**src/core/tgc_pkg.sv**
```systemverilog
// Package for the timer gate control block: register map, fields, resets.
package tgc_pkg;
  // ----------------------------------------
  // Register offsets
  // ----------------------------------------
  localparam logic [3:0] TGC_ADDR_GATE = 4'h0;
  localparam logic [3:0] TGC_ADDR_CTRL = 4'h1;
  localparam logic [3:0] TGC_ADDR_IRQ_STAT = 4'h2;
  localparam logic [3:0] TGC_ADDR_IRQ_MASK = 4'h3;
  localparam logic [3:0] TGC_ADDR_COUNT_LO = 4'h4;
  localparam logic [3:0] TGC_ADDR_COUNT_HI = 4'h5;
  // ----------------------------------------
  // Gate control register fields
  // ----------------------------------------
  localparam int TGC_BIT_GE = 7;
  localparam int TGC_BIT_POL = 6;
  localparam int TGC_BIT_TGL = 5;
  localparam int TGC_BIT_SPM = 4;
  localparam int TGC_BIT_ACQ = 3;
  localparam int TGC_BIT_VAL = 2;
  localparam int TGC_BIT_SRC_HI = 1;
  localparam int TGC_BIT_SRC_LO = 0;
  // Control register: counter-on bit
  localparam int TGC_BIT_ON = 0;
  // Interrupt bits: gate period done, counter overflow
  localparam int TGC_IRQ_GATE = 0;
  localparam int TGC_IRQ_OVF = 1;
  // ----------------------------------------
  // Reset values
  // ----------------------------------------
  localparam logic [7:0] TGC_RST_GATE = 8'h00;
  localparam logic [7:0] TGC_RST_CTRL = 8'h00;
  localparam logic [1:0] TGC_RST_IRQ = 2'h0;
  localparam logic [15:0] TGC_RST_COUNT = 16'h0000;
  // Single-pulse sequencer states
  typedef enum logic [1:0] {SP_IDLE, SP_WAIT, SP_COUNT} tgc_sp_t;
endpackage : tgc_pkg

```
**src/core/tgc_edge.sv**
```systemverilog
// Registered edge detector used on the gate paths.
`timescale 1ns/1ps
`default_nettype none
module tgc_edge (
  input wire logic clk, // Clock
  input wire logic rst, // Synchronous reset
  input wire logic sig, // Level to watch
  output logic rise, // High in the same cycle as a rising edge
  output logic fall // High in the same cycle as a falling edge
);
  logic prev_q;
  // ----------------------------------------
  // Previous value and edge flags
  // ----------------------------------------
  // Previous sample; reset loads the live level so no false edge follows reset
  always_ff @(posedge clk) begin
    if (rst) begin
      prev_q <= sig;
    end else begin
      prev_q <= sig;
    end
  end
  assign rise = sig & ~prev_q;
  assign fall = ~sig & prev_q;
endmodule : tgc_edge
`default_nettype wire

```
**src/core/tgc_gate_ctrl.sv**
```systemverilog
// Gate control of a 16-bit timer: gate modes, status bits, count and interrupts.
`timescale 1ns/1ps
`default_nettype none
// Operation
// - Polarity 1 counts while gate high; polarity 0 counts while gate low.
// - Toggle select 1 enables toggle mode; 0 holds toggle flip-flop cleared.
// - In toggle mode the gate flip-flop inverts on each gate rising edge.
// - Single-pulse select 1 lets the single-pulse logic control the gate.
// - Acquire flag 1 means armed, waiting for the starting gate edge.
// - Hardware clears acquire flag when acquisition completes; software sets it.
// - Gate level status shows the present gate, regardless of gate enable.
module tgc_gate_ctrl
  import tgc_pkg::*;
(
  input wire logic clk, // 25 MHz clock
  input wire logic rst, // Synchronous reset, active high
  input wire logic [3:0] addr, // Register address
  input wire logic [7:0] wdata, // Write data
  input wire logic wr, // Write strobe
  input wire logic rd, // Read strobe
  output logic [7:0] rdata, // Read data, cycle after rd
  input wire logic [3:0] gate_src, // Candidate gate sources
  input wire logic count_tick, // Counting clock enable pulse
  output logic count_en, // Counter allowed to advance
  output logic [15:0] count, // Count register pair
  output logic irq // Level interrupt
);
  // ----------------------------------------
  // Register state
  // ----------------------------------------
  logic gate_enable_bit_q;
  logic gate_polarity_q;
  logic gate_toggle_select_q;
  logic single_pulse_select_q;
  logic pulse_acquire_flag_q;
  logic [1:0] gate_source_select_q;
  logic counter_on_bit_q;
  logic [1:0] irq_stat_q;
  logic [1:0] irq_mask_q;
  logic [15:0] count_q;
  logic toggle_ff_q;
  logic gate_level_status_q;
  tgc_sp_t sp_q;
  logic [7:0] rdata_q;
  logic count_en_q;
  logic irq_q;

  // ----------------------------------------
  // Gate path decode
  // ----------------------------------------
  logic gate_raw;
  logic gate_pol;
  logic pol_rise;
  logic pol_fall;
  logic gate_tgl;
  logic tgl_rise;
  logic tgl_fall;
  logic gate_func;
  logic sp_window;
  logic gate_ok;
  logic counting_gate_enable;
  logic sp_done;
  logic cnt_step;
  logic cnt_ovf;

  // Selected source; encodings of the select field are left generic
  // Sources must already be synchronous: no synchroniser sits on this path
  assign gate_raw = gate_src[gate_source_select_q];
  assign gate_pol = gate_polarity_q ? gate_raw : ~gate_raw;

  tgc_edge u_pol_edge (
    .clk(clk),
    .rst(rst),
    .sig(gate_pol),
    .rise(pol_rise),
    .fall(pol_fall)
  );

  // toggle mode selects the flip-flop output
  assign gate_tgl = gate_toggle_select_q ? toggle_ff_q : gate_pol;

  tgc_edge u_tgl_edge (
    .clk(clk),
    .rst(rst),
    .sig(gate_tgl),
    .rise(tgl_rise),
    .fall(tgl_fall)
  );

  // single-pulse window gates the counter when selected
  assign sp_window = (sp_q == SP_COUNT) & gate_tgl;
  assign gate_func = single_pulse_select_q ? sp_window : gate_tgl;
  // Single pulse ends on the falling edge of the qualified gate
  assign sp_done = single_pulse_select_q & (sp_q == SP_COUNT) & tgl_fall;
  // gate enable matters only while the counter is on
  assign counting_gate_enable = counter_on_bit_q & gate_enable_bit_q;
  assign gate_ok = counting_gate_enable ? gate_func : 1'b1;
  assign cnt_step = counter_on_bit_q & gate_ok & count_tick;
  assign cnt_ovf = cnt_step & (count_q == 16'hFFFF);

  // ----------------------------------------
  // Register decode
  // ----------------------------------------
  logic wr_gate;
  logic wr_ctrl;
  logic wr_stat;
  logic wr_mask;
  logic wr_lo;
  logic wr_hi;
  logic [7:0] gate_rd;
  logic [7:0] rd_mux;
  logic [1:0] irq_set;
  logic [7:0] ctrl_rd;
  logic [7:0] stat_rd;
  logic [7:0] mask_rd;
  logic [7:0] rdata_d;

  assign wr_gate = wr & (addr == TGC_ADDR_GATE);
  assign wr_ctrl = wr & (addr == TGC_ADDR_CTRL);
  assign wr_stat = wr & (addr == TGC_ADDR_IRQ_STAT);
  assign wr_mask = wr & (addr == TGC_ADDR_IRQ_MASK);
  assign wr_lo = wr & (addr == TGC_ADDR_COUNT_LO);
  assign wr_hi = wr & (addr == TGC_ADDR_COUNT_HI);
  assign gate_rd = {gate_enable_bit_q, gate_polarity_q, gate_toggle_select_q,
                    single_pulse_select_q, pulse_acquire_flag_q,
                    gate_level_status_q, gate_source_select_q};
  // Narrow registers padded to a byte; unused bits read as zero
  assign ctrl_rd = {7'h00, counter_on_bit_q};
  assign stat_rd = {6'h00, irq_stat_q};
  assign mask_rd = {6'h00, irq_mask_q};
  // Unmapped addresses read as zero
  assign rd_mux = (addr == TGC_ADDR_GATE) ? gate_rd :
                  (addr == TGC_ADDR_CTRL) ? ctrl_rd :
                  (addr == TGC_ADDR_IRQ_STAT) ? stat_rd :
                  (addr == TGC_ADDR_IRQ_MASK) ? mask_rd :
                  (addr == TGC_ADDR_COUNT_LO) ? count_q[7:0] :
                  (addr == TGC_ADDR_COUNT_HI) ? count_q[15:8] : 8'h00;
  assign irq_set[TGC_IRQ_GATE] = sp_done;
  assign irq_set[TGC_IRQ_OVF] = cnt_ovf;
  // Read data only in the cycle after the strobe, zero otherwise
  assign rdata_d = rd ? rd_mux : 8'h00;

  // ----------------------------------------
  // Control registers
  // ----------------------------------------
  // Software-written gate fields and counter-on bit
  always_ff @(posedge clk) begin
    if (rst) begin
      gate_enable_bit_q <= TGC_RST_GATE[TGC_BIT_GE];
      gate_polarity_q <= TGC_RST_GATE[TGC_BIT_POL];
      gate_toggle_select_q <= TGC_RST_GATE[TGC_BIT_TGL];
      single_pulse_select_q <= TGC_RST_GATE[TGC_BIT_SPM];
      gate_source_select_q <= TGC_RST_GATE[TGC_BIT_SRC_HI:TGC_BIT_SRC_LO];
      counter_on_bit_q <= TGC_RST_CTRL[TGC_BIT_ON];
    end else begin
      if (wr_gate) begin
        gate_enable_bit_q <= wdata[TGC_BIT_GE];
        gate_polarity_q <= wdata[TGC_BIT_POL];
        gate_toggle_select_q <= wdata[TGC_BIT_TGL];
        single_pulse_select_q <= wdata[TGC_BIT_SPM];
        gate_source_select_q <= wdata[TGC_BIT_SRC_HI:TGC_BIT_SRC_LO];
      end
      if (wr_ctrl) begin
        counter_on_bit_q <= wdata[TGC_BIT_ON];
      end
    end
  end

  // toggle flip-flop, held clear outside toggle mode
  always_ff @(posedge clk) begin
    if (rst || !gate_toggle_select_q) begin
      toggle_ff_q <= 1'b0;
    end else if (pol_rise) begin
      toggle_ff_q <= ~toggle_ff_q;
    end
  end

  // ----------------------------------------
  // Single-pulse sequencer
  // ----------------------------------------
  // armed by software, cleared by hardware on completion
  always_ff @(posedge clk) begin
    if (rst) begin
      sp_q <= SP_IDLE;
      pulse_acquire_flag_q <= TGC_RST_GATE[TGC_BIT_ACQ];
    end else if (!single_pulse_select_q) begin
      // Mode off: sequencer idle, flag keeps software value
      sp_q <= SP_IDLE;
      if (wr_gate) begin
        pulse_acquire_flag_q <= wdata[TGC_BIT_ACQ];
      end
    end else begin
      case (sp_q)
        SP_IDLE: begin
          // A write in this cycle overrides the stored flag, so a disarm is lost only in SP_COUNT
          if (wr_gate) begin
            pulse_acquire_flag_q <= wdata[TGC_BIT_ACQ];
            if (wdata[TGC_BIT_ACQ]) begin
              sp_q <= SP_WAIT;
            end
          end else if (pulse_acquire_flag_q) begin
            sp_q <= SP_WAIT;
          end
        end
        SP_WAIT: begin
          // Waiting for the starting edge; a rising edge opens the window
          if (tgl_rise) begin
            sp_q <= SP_COUNT;
          end
          if (wr_gate && !wdata[TGC_BIT_ACQ]) begin
            pulse_acquire_flag_q <= 1'b0;
            sp_q <= SP_IDLE;
          end
        end
        SP_COUNT: begin
          // Hardware clear wins over any software write in this cycle
          if (tgl_fall) begin
            pulse_acquire_flag_q <= 1'b0;
            sp_q <= SP_IDLE;
          end
        end
        default: begin
          sp_q <= SP_IDLE;
        end
      endcase
    end
  end

  // ----------------------------------------
  // Count register pair
  // ----------------------------------------
  // Software writes take precedence over counting
  // No byte latching: a running count read as two bytes may tear
  always_ff @(posedge clk) begin
    if (rst) begin
      count_q <= TGC_RST_COUNT;
    end else if (wr_lo) begin
      count_q[7:0] <= wdata;
    end else if (wr_hi) begin
      count_q[15:8] <= wdata;
    end else if (cnt_step) begin
      count_q <= count_q + 16'h0001;
    end
  end

  // ----------------------------------------
  // Interrupts and outputs
  // ----------------------------------------
  // Sticky status: set wins over write-one-to-clear
  always_ff @(posedge clk) begin
    if (rst) begin
      irq_stat_q <= TGC_RST_IRQ;
      irq_mask_q <= TGC_RST_IRQ;
    end else begin
      irq_stat_q <= (irq_stat_q & ~(wr_stat ? wdata[1:0] : 2'h0)) | irq_set;
      if (wr_mask) begin
        irq_mask_q <= wdata[1:0];
      end
    end
  end

  // live gate level, independent of gate enable
  always_ff @(posedge clk) begin
    if (rst) begin
      gate_level_status_q <= 1'b0;
    end else begin
      gate_level_status_q <= gate_func;
    end
  end

  // Read data register; returns to zero so a stale byte never lingers
  always_ff @(posedge clk) begin
    if (rst) begin
      rdata_q <= 8'h00;
    end else begin
      rdata_q <= rdata_d;
    end
  end

  // registered enable, one cycle behind the step condition without the tick term
  always_ff @(posedge clk) begin
    if (rst) begin
      count_en_q <= 1'b0;
    end else begin
      count_en_q <= counter_on_bit_q & gate_ok;
    end
  end

  // Level interrupt; registered so the pin never glitches on decode
  always_ff @(posedge clk) begin
    if (rst) begin
      irq_q <= 1'b0;
    end else begin
      irq_q <= |(irq_stat_q & irq_mask_q);
    end
  end

  assign rdata = rdata_q;
  assign count_en = count_en_q;
  assign count = count_q;
  assign irq = irq_q;
endmodule : tgc_gate_ctrl
`default_nettype wire

```
**config.mk**
```make
export PLATFORM = sky130hd
export DESIGN_NAME = tgc_gate_ctrl
export DESIGN_NICKNAME = d
export VERILOG_FILES = /design/src/core/tgc_pkg.sv /design/src/core/tgc_edge.sv /design/src/core/tgc_gate_ctrl.sv
export SDC_FILE = /design/constraint.sdc
export NUM_CORES = 1
export LEC_CHECK = 0
export BUFFER_PORTS_ARGS = -buffer_cell sky130_fd_sc_hd__buf_2
export CAP_MARGIN = 10
export CORE_ASPECT_RATIO = 1.1
export CORE_MARGIN = 8
export CORE_UTILIZATION = 43
export DETAILED_ROUTE_END_ITERATION = 8
export PLACE_DENSITY = 0.68
export SLEW_MARGIN = 20
export SYNTH_ARGS = -nofsm -noshare
export SYNTH_HDL_FRONTEND = slang
export SYNTH_SLANG_ARGS = --single-unit
```
**constraint.sdc**
```tcl
create_clock -name clk -period 7.3 [get_ports clk]
set_input_delay 1.46 -clock clk [delete_from_list [all_inputs] [get_ports clk]]
set_output_delay 1.46 -clock clk [all_outputs]
set_load 0.02 [all_outputs]
```
* Word-level counts from Yosys, hierarchy flattened
Index checks and enable logic that the tools add are counted.
** Word-level totals
- Register bits after elaboration :: 44
- Input port bits :: 21
- Output and inout port bits :: 26
** Cells by class
- $add $sub $neg :: 1
- Magnitude comparators :: 1
- Equal/unequal tests :: 16
- Multiplexer cells :: 29
- Bitwise operators :: 28
- Reduce and logical (&&, ||, !) cells :: 15
** Operator list (count)
- 2-to-1 mux 8 bit :: 9
- adder 16 x 1 -> 16 bit (second input constant) :: 1
- bitwise AND 1 bit :: 16
- == test 16 bit (second input constant) :: 1
- 2-to-1 mux 16 bit :: 1
- != test 3 bit (second input constant) :: 5
- 2-to-1 mux 2 bit :: 7
- 2-to-1 mux 1 bit :: 9
- == test 4 x 2 -> 1 bit (second input constant) :: 2
- == test 4 x 3 -> 1 bit (second input constant) :: 2
- inverter 1 bit :: 8
- one-hot mux 2 bit (3 select lines) :: 1
- OR reduction 2 bit :: 3
- bitwise AND 2 bit :: 2
- == test 4 x 1 -> 1 bit (second input constant) :: 1
- logical NOT 4 bit :: 1
- != test 2 bit (second input constant) :: 2
- != test 4 x 1 -> 1 bit (second input constant) :: 1
- AND reduction 2 bit :: 2
- AND reduction 4 bit :: 1
- nonzero test 2 bit :: 2
- less-than comparator 2 x 3 -> 1 bit (second input constant) :: 1
- one-hot mux 1 bit (3 select lines) :: 1
- AND reduction 3 bit :: 1
- other kinds (9) :: 10

* Depth between registers and ports, before layout
Gate-level depths: netlist of the first run.
- Word-level depth :: 13
- Depth in mapped cells :: 9
- Depth with buffers taken out :: 8

* Hierarchy
From an unflattened synthesis of the first run, not the netlist that was laid out.
** Unflattened totals
- Cell total of the unflattened synthesis :: 324
- Area total of the unflattened synthesis :: 2671.3 µm²
** By module, submodules not included
- tgc_gate_ctrl :: times used 1, cells each 318, area each 2601.2 µm², sequential area each 840.8 µm²
- tgc_edge :: times used 2, cells each 3, area each 35.0 µm², sequential area each 20.0 µm²

* Worst setup path before layout of the first run
No wires, ideal clock.
- Path kind :: input port to flip-flop
- Start :: input gate_src[3]
- End :: register count_q[15] (netlist: count[15])
- Library setup time :: 0.091 ns
- Arrival :: 3.393 ns
- Slack :: 3.816 ns
- Stages :: 7
- Cell sequence :: mux4_2 -> xor2_1 -> o21a_4 -> o22a_4 -> or3_4 -> o41a_1 -> a311oi_1
** On the way
- Longest elaborated chain between the ends :: 12
** Ends and longest elaborated chain
- start, declared :: line tgc_gate_ctrl.sv:22 : input wire logic [3:0] gate_src,
- binary-select mux 1 bit (select 2 bit) (*) :: line tgc_gate_ctrl.sv:68 : assign gate_raw = gate_src[gate_source_select_q];
- 2-to-1 mux 1 bit (implied by the code) (*) :: line tgc_gate_ctrl.sv:68
- inverter 1 bit :: line tgc_gate_ctrl.sv:69 : assign gate_pol = gate_polarity_q ? gate_raw : ~gate_raw;
- 2-to-1 mux 1 bit (*) :: line tgc_gate_ctrl.sv:69
- 2-to-1 mux 1 bit (*) :: line tgc_gate_ctrl.sv:80 : assign gate_tgl = gate_toggle_select_q ? toggle_ff_q : gate_pol;
- bitwise AND 1 bit :: line tgc_gate_ctrl.sv:91 : assign sp_window = (sp_q == SP_COUNT) & gate_tgl;
- 2-to-1 mux 1 bit (*) :: line tgc_gate_ctrl.sv:92 : assign gate_func = single_pulse_select_q ? sp_window : gate_tgl;
- 2-to-1 mux 1 bit (*) :: line tgc_gate_ctrl.sv:97 : assign gate_ok = counting_gate_enable ? gate_func : 1'b1;
- bitwise AND 1 bit (*) (2 in a row) :: line tgc_gate_ctrl.sv:98 : assign cnt_step = counter_on_bit_q & gate_ok & count_tick;
- nonzero test 2 bit (no line) (*)
- AND reduction 2 bit (no line) (*)
- end signal, assigned :: line tgc_gate_ctrl.sv:240 : count_q[15:8] <= wdata;
- end signal, assigned :: line tgc_gate_ctrl.sv:242 : count_q <= count_q + 16'h0001;
- end, declared :: line tgc_gate_ctrl.sv:40 : logic [15:0] count_q;
Mark *: on every way between the ends. The rest lies on a longest branch, timed or not. The select of a mux whose other input is x is not followed.
A chain may end at the register's enable or synchronous reset.

* Final worst setup path of the first run
- Start :: input gate_src[2]
- End :: register count_q[15] (netlist: count[15])
Same word-level chain as after synthesis.

==> flow_summary.json, run 1 <==
{
  "run_status": "finished, final reports clean",
  "maxCapViolCount": 0,
  "fin_cells": 400,
  "seq_area_um2": 881,
  "grt-ovfl-total": 0,
  "post-route-util": 0.512,
  "hold_buffers": 0,
  "postSynthCellCount": 285,
  "clock_skew_ps": 6.69,
  "grt_antenna_before_repair": 0,
  "rows": 28,
  "synth_area_um2": 2350,
  "start_util": 0.442,
  "total_power_mw": 0.459,
  "relSlewSlack": 0.481,
  "hold_depth": 2,
  "post_cts_buffers": 0,
  "cp-end-kind": "flop",
  "synth_top_area_cell": "dfxtp_1",
  "synthArstFlopShare": 0,
  "synth_top_area_share": 0.374,
  "synthToLayoutAreaGrowth_pct": 15.8,
  "rsz0062_at_grt": "false",
  "slew_viol_final": 0,
  "ctsHtreeMaxLevel": 2,
  "dpl.hpwl_um": 4920,
  "die_h_um": 93.6,
  "hold_start": "irq_stat_q[0]$_SDFF_PP0_",
  "gp_congestion": 0.893,
  "critical_path_required_ps": 7510,
  "static-leakage-power_nw": 1.05,
  "synth_flop_cell": "dfxtp_1",
  "clkTransAtPathRegs_ps": 90,
  "cts-root-buf": "clkbuf_8",
  "finalCritPeriodShare": 0.474,
  "setup_tns_ps": 0,
  "io_buffer_count": 46,
  "max_freq_ghz": 0.289,
  "placed_cells": 392,
  "num_antenna_cells": 0,
  "ys_types": 48,
  "ir_worst_vdd_uv": 72.5,
  "drt_iter0_drc": 207,
  "yosys_register_bits": 44,
  "critPathKind": "in2reg",
  "powerDensity_nw_per_um2": 169,
  "ff2ff_setup_slack_ps": 4680,
  "grt_use_total": 0.166,
  "drt_pass1_iterations": 4,
  "start_kind": "input pin",
  "fin_nets": 349,
  "die_area_um2": 8100,
  "routed_wl_um": 6670,
  "min_period_ps": 3460,
  "via_count": 2290,
  "path_max_fanout": 16,
  "dpl_cell_area_um2": 2630,
  "tightest_slew_ps": 773,
  "die_x_um": 86.5,
  "synth.avg_cell_area_um2": 8.26,
  "clock_latency_ps": 290,
  "ios": 47,
  "cts_tree": "yes",
  "final_common_cell": "buf_2",
  "drc": 0,
  "yosysWarnings": 0,
  "final_antenna_net_count": 0,
  "drive_above_1_share": 0.206,
  "r2r_cells": 7,
  "hold_violations": 0,
  "multi_input_area_um2": 1390,
  "numCtsBuffers": 5,
  "synth_edf_count": 0,
  "synth_area_leaders": "dfxtp_1 37%, nor2_1 5.3%, mux2i_1 4.3%, nand2_1 3.8%, a21oi_1 3.6%",
  "grt_pass1_vias": 2193,
  "clockBufferDepth": 2,
  "crit_arrival_ps": 3660,
  "syn-num-nets": 310,
  "clkSinkCount": 44,
  "fin_area_um2": 2730,
  "wl_per_cell_um": 16.7,
  "grt_max_degree": 37,
  "ys_seq_area_frac": 0.374,
  "grt_first_pass_wirelength_um": 10900,
  "rr_endpoint": "count[15]$_SDFFE_PP0P_",
  "min_to": "irq_stat_q[0]$_SDFF_PP0_",
  "cts_resized": 0,
  "mostFrequentLayoutCells": "46 x buf_2, 44 x dfxtp_1, 33 x nor2_1, 24 x nand2_1, 17 x a21oi_1",
  "vias_per_cell": 5.73,
  "nFillCells": 556,
  "core_area_um2": 5330,
  "setup_viol": 0,
  "timing.rr.start": "gate_source_select_q[0]$_SDFFE_PP0P_",
  "hold_class": "reg2reg"
}
-- logic make-up (layout without fill, tap and decap cells) --
logic type / after synthesis / after routing / synth area share
AND/OR/NAND/NOR: 120 / 120 / 0.253
AO/OA/AOI/OAI: 72 / 72 / 0.214
buffers and inverters: 23 / 63 / 0.0367
XOR/XNOR: 4 / 4 / 0.0149
multiplexers: 18 / 18 / 0.0856
adder cells (fa/ha/maj): 4 / 4 / 0.0213
flip-flops: 44 / 44 / 0.374
-- critical path: stages --
cell	delay, ps
buf_2	100
mux4_2	460
xor2_1	180
o21a_4	230
o22a_4	270
or3_4	390
o41a_1	310
a311oi_1	250
-- cell usage after synthesis (all sizes together) (3+ instances only) --
cell and instances:
dfxtp 44, nor2 33, nand2 24, a21oi 17, nand3 13, clkbuf 12, nor3 11, mux2i 10
a31oi 9, inv 9, a22oi 8, a211oi 7, and3 7, mux2 7, nor2b 6, nor4 6
o21ai 6, or3 6, o211ai 5, ha 4, nand4 4, a311oi 3, nand2b 3
-- worst max path at each step --
| stage | start | to |
|---|---|---|
| 2_1_floorplan | gate_src[3] | count[15]$_SDFFE_PP0P_ |
| 3_3_place_gp | gate_src[2] | count[15]$_SDFFE_PP0P_ |
| 3_5_place_dp | gate_src[2] | count[15]$_SDFFE_PP0P_ |
| 4_1_cts | gate_src[2] | count[15]$_SDFFE_PP0P_ |
| 5_1_grt | gate_src[2] | count[15]$_SDFFE_PP0P_ |
| 6_report | gate_src[2] | count[15]$_SDFFE_PP0P_ |
-- through the flow --
step	setup slack (ps)	hold slack, ps
floorplan	3820	441
global placement	3570	469
detailed placement	3550	477
CTS	3840	489
global route	3780	509
finish	3840	485
-- registers in the layout (all words and copies together), names as in the netlist, 2 cells and up --
name,cells
count,16
sp_q,2
rdata,8
irq_mask_q,2
irq_stat_q,2
gate_source_select_q,2
-- report_power, final --
part           internal, mW  switching [mW]  total [mW]  leakage (nW)
registers             0.245         0.00610       0.251         0.356
clock network        0.0769          0.0820       0.159        0.0445
logic                0.0186          0.0309      0.0495         0.651
total                 0.341           0.119       0.459          1.05
-- area by class of cell --
| class | count | share of cell area |
|---|---|---|
| timing repair buffer | 46 | 0.0845 |
| clock buffer | 7 | 0.0317 |
| tap | 75 | 0.0344 |
| inverter | 9 | 0.0124 |
| multi-input combinational | 218 | 0.511 |
| sequential | 44 | 0.323 |
| clock inverter | 1 | 0.00275 |
-- layer usage --
metal,vias to the layer above,GRT usage,routed length [µm]
li1,1129,-,-
met1,1065,0.213,3090
met2,81,0.257,3030
met3,15,0.0404,384
met4,0,0.0690,162
met5,-,0,0
(Power assumes the default switching activity.)
==> inputs of run 2 (changes only) <==
Settings changed: ABC_AREA from default to 1, PLACE_DENSITY 0.68 to 0.7.
Clock period 7.3 ns to 2.9 ns, I/O delays scaled along.
==> run 2 against run 1 <==
  * Area after synthesis up 7.2%
  * Synthesized cell count increased by 34%
  * Cell count increased by 27%
  * Sequential share of layout area shrank 2.1 points
  * Register-to-register slack worse by 3700 ps
  * Non-clock buffer count rose by 2
  * Sequential power rose to 2.5 times the previous value
  * Critical path depth did not move
  * Routed wire length up 5.1%
  * Design area up 7.1%
  * Highest routed layer unchanged
==> flow_summary.json, run 2 <==
{
  "run_status": "finished, final reports clean",
  "hold_buffers": 0,
  "io_buffer_count": 46,
  "ios": 47,
  "yosys-top-cells-count": "85 x nand2_1, 49 x inv_1, 49 x nor2_1",
  "synthArstFlopShare": 0,
  "clkPwrFrac": 0.345,
  "drt_pass1_iterations": 4,
  "whs_ps": 458,
  "synth_flop_cell": "dfxtp_1",
  "synth_edf_count": 0,
  "post_cts_buffers": 0,
  "drc": 0,
  "powerDensity_nw_per_um2": 405,
  "clock_skew_ps": 6.39,
  "tightest_slew_ps": 533,
  "synth_xor_area_frac": 0.0208,
  "slew_viol_final": 0,
  "synth_area_leaders": "dfxtp_1 35%, nand2_1 13%, inv_1 7.3%, nor2_1 7.3%, a21oi_1 6.2%",
  "fin_nets": 455,
  "final_antenna_net_count": 0,
  "final_common_cell": "nand2_1",
  "max_freq_ghz": 0.517,
  "crit_arrival_ps": 2130,
  "ys_seq_area_frac": 0.349,
  "yosysWarnings": 0,
  "synth_fa_ha_area_frac": 0.0198,
  "switchingPower_mw": 0.304,
  "synth_compound_area_frac": 0.159,
  "grt_use_total": 0.175,
  "vias_per_cell": 5.12,
  "synthToLayoutAreaGrowth_pct": 15.7,
  "largest_register_ffs": 16,
  "hold_class": "reg2reg",
  "rsz0062_at_grt": "false",
  "synth_area_um2": 2520,
  "wl_per_cell_um": 13.8,
  "core_area_um2": 5730,
  "postSynthCellCount": 383,
  "synth_top_area_share": 0.349,
  "clockBufferDepth": 2,
  "combinationalPowerShare": 0.116,
  "numCtsBuffers": 5,
  "ir_worst_vdd_uv": 235,
  "gp_congestion": 0.895,
  "clock_latency_ps": 300,
  "cts_resized": 0,
  "finalCritPeriodShare": 0.667,
  "grt_pass1_vias": 2478,
  "clkTransAtPathRegs_ps": 80,
  "maxCapViolCount": 0,
  "min_period_ps": 1940,
  "num_antenna_cells": 0,
  "critPathKind": "reg2reg",
  "syn-num-nets": 408,
  "static-leakage-power_nw": 1.41,
  "grt_first_pass_wirelength_um": 11500,
  "yosys_register_bits": 44,
  "synth.avg_cell_area_um2": 6.59,
  "grt-ovfl-total": 0,
  "cts-root-buf": "clkbuf_8",
  "drive_above_1_share": 0.186,
  "mostFrequentLayoutCells": "85 x nand2_1, 49 x inv_1, 49 x nor2_1, 46 x buf_2, 44 x dfxtp_1",
  "cp-end-kind": "flop",
  "swShare": 0.257,
  "path_max_fanout": 6,
  "setup_tns_ps": 0,
  "ctsHtreeMaxLevel": 2,
  "synth.area.mux_share": 0,
  "die_x_um": 89.0,
  "die_area_um2": 8580,
  "via_count": 2594,
  "ys_types": 33,
  "cts_tree": "yes",
  "grt_antenna_before_repair": 0,
  "yosys.area_share.simple": 0.357,
  "clkSinkCount": 44,
  "dpl.hpwl_um": 5520,
  "start_util": 0.440,
  "drt_iter0_drc": 159,
  "setup_viol": 0,
  "synth_top_family_by_area": "simple AND/OR/NAND/NOR gates",
  "critical_path_required_ps": 3090,
  "hold_violations": 0,
  "die_h_um": 96.3,
  "relSlewSlack": 0.641,
  "grt_max_degree": 27,
  "yosysMostFrequentCell": "nand2_1",
  "synth_top_area_cell": "dfxtp_1",
  "seq_power_share": 0.538,
  "start_kind": "flop",
  "rows": 29,
  "routed_wl_um": 7010,
  "internal-power_mw": 0.877
}
run 2: final cells by class:
type	instances	area, µm²
clock buffers	7	96.3
fillers	617	2820
inverters	52	195
multi-input cells	279	1400
flip-flops and latches	44	881
well taps	77	96.3
repair buffers	48	245
run 2: logic make-up (layout without fill, tap and decap cells):
family / after synthesis / in the layout
flip-flops: 44 / 44
XOR/XNOR: 6 / 6
AO/OA/AOI/OAI: 73 / 73
adder cells (fa/ha/maj): 4 / 4
AND/OR/NAND/NOR: 196 / 196
buffers and inverters: 60 / 107
run 2: worst paths after layout:
kind	from	to	slack, ps	depth (start not counted)
worst max-delay path	count[1]$_SDFFE_PP0P_	count[10]$_SDFFE_PP0P_	960	8
worst min register to register	toggle_ff_q$_SDFFE_PP0P_	toggle_ff_q$_SDFFE_PP0P_	460	1
worst min-delay path	toggle_ff_q$_SDFFE_PP0P_	toggle_ff_q$_SDFFE_PP0P_	460	1
worst max register to register	count[1]$_SDFFE_PP0P_	count[10]$_SDFFE_PP0P_	960	8
run 2: through the flow:
stage               area (µm²)   util  cells  setup slack [ps]  power [mW]
finish                    2920  0.509    507               965        1.18
global route              2920  0.509    507               674        1.24
CTS                       2920  0.509    507               937        1.20
global placement          2820  0.492    500               824       0.784
floorplan                 2520      -    383              1160       0.736
detailed placement        2820  0.492    500               825       0.786
run 2: layer usage:
layer	part of all wire	global-route usage
met3	0.051	0.0427
met5	0	0
met2	0.51	0.305
met1	0.42	0.192
met4	0.026	0.0888
run 2: power groups by stage:
stage          combinational, mW  sequential, mW  clock [mW]
6_report                   0.137           0.636       0.408
5_1_grt                    0.154           0.638       0.448
4_1_cts                    0.137           0.635       0.424
3_5_place_dp               0.137           0.649           0
3_3_place_gp               0.135           0.649           0
2_1_floorplan             0.0805           0.655           0
run 2: critical path, stage by stage, from the launching register on:
cell,delay (ps)
dfxtp_1,450
ha_1,230
nand2_1,100
nor4_1,430
nand3_1,190
xor2_1,200
o21ai_1,80
nor2_1,110
nor2_1,50
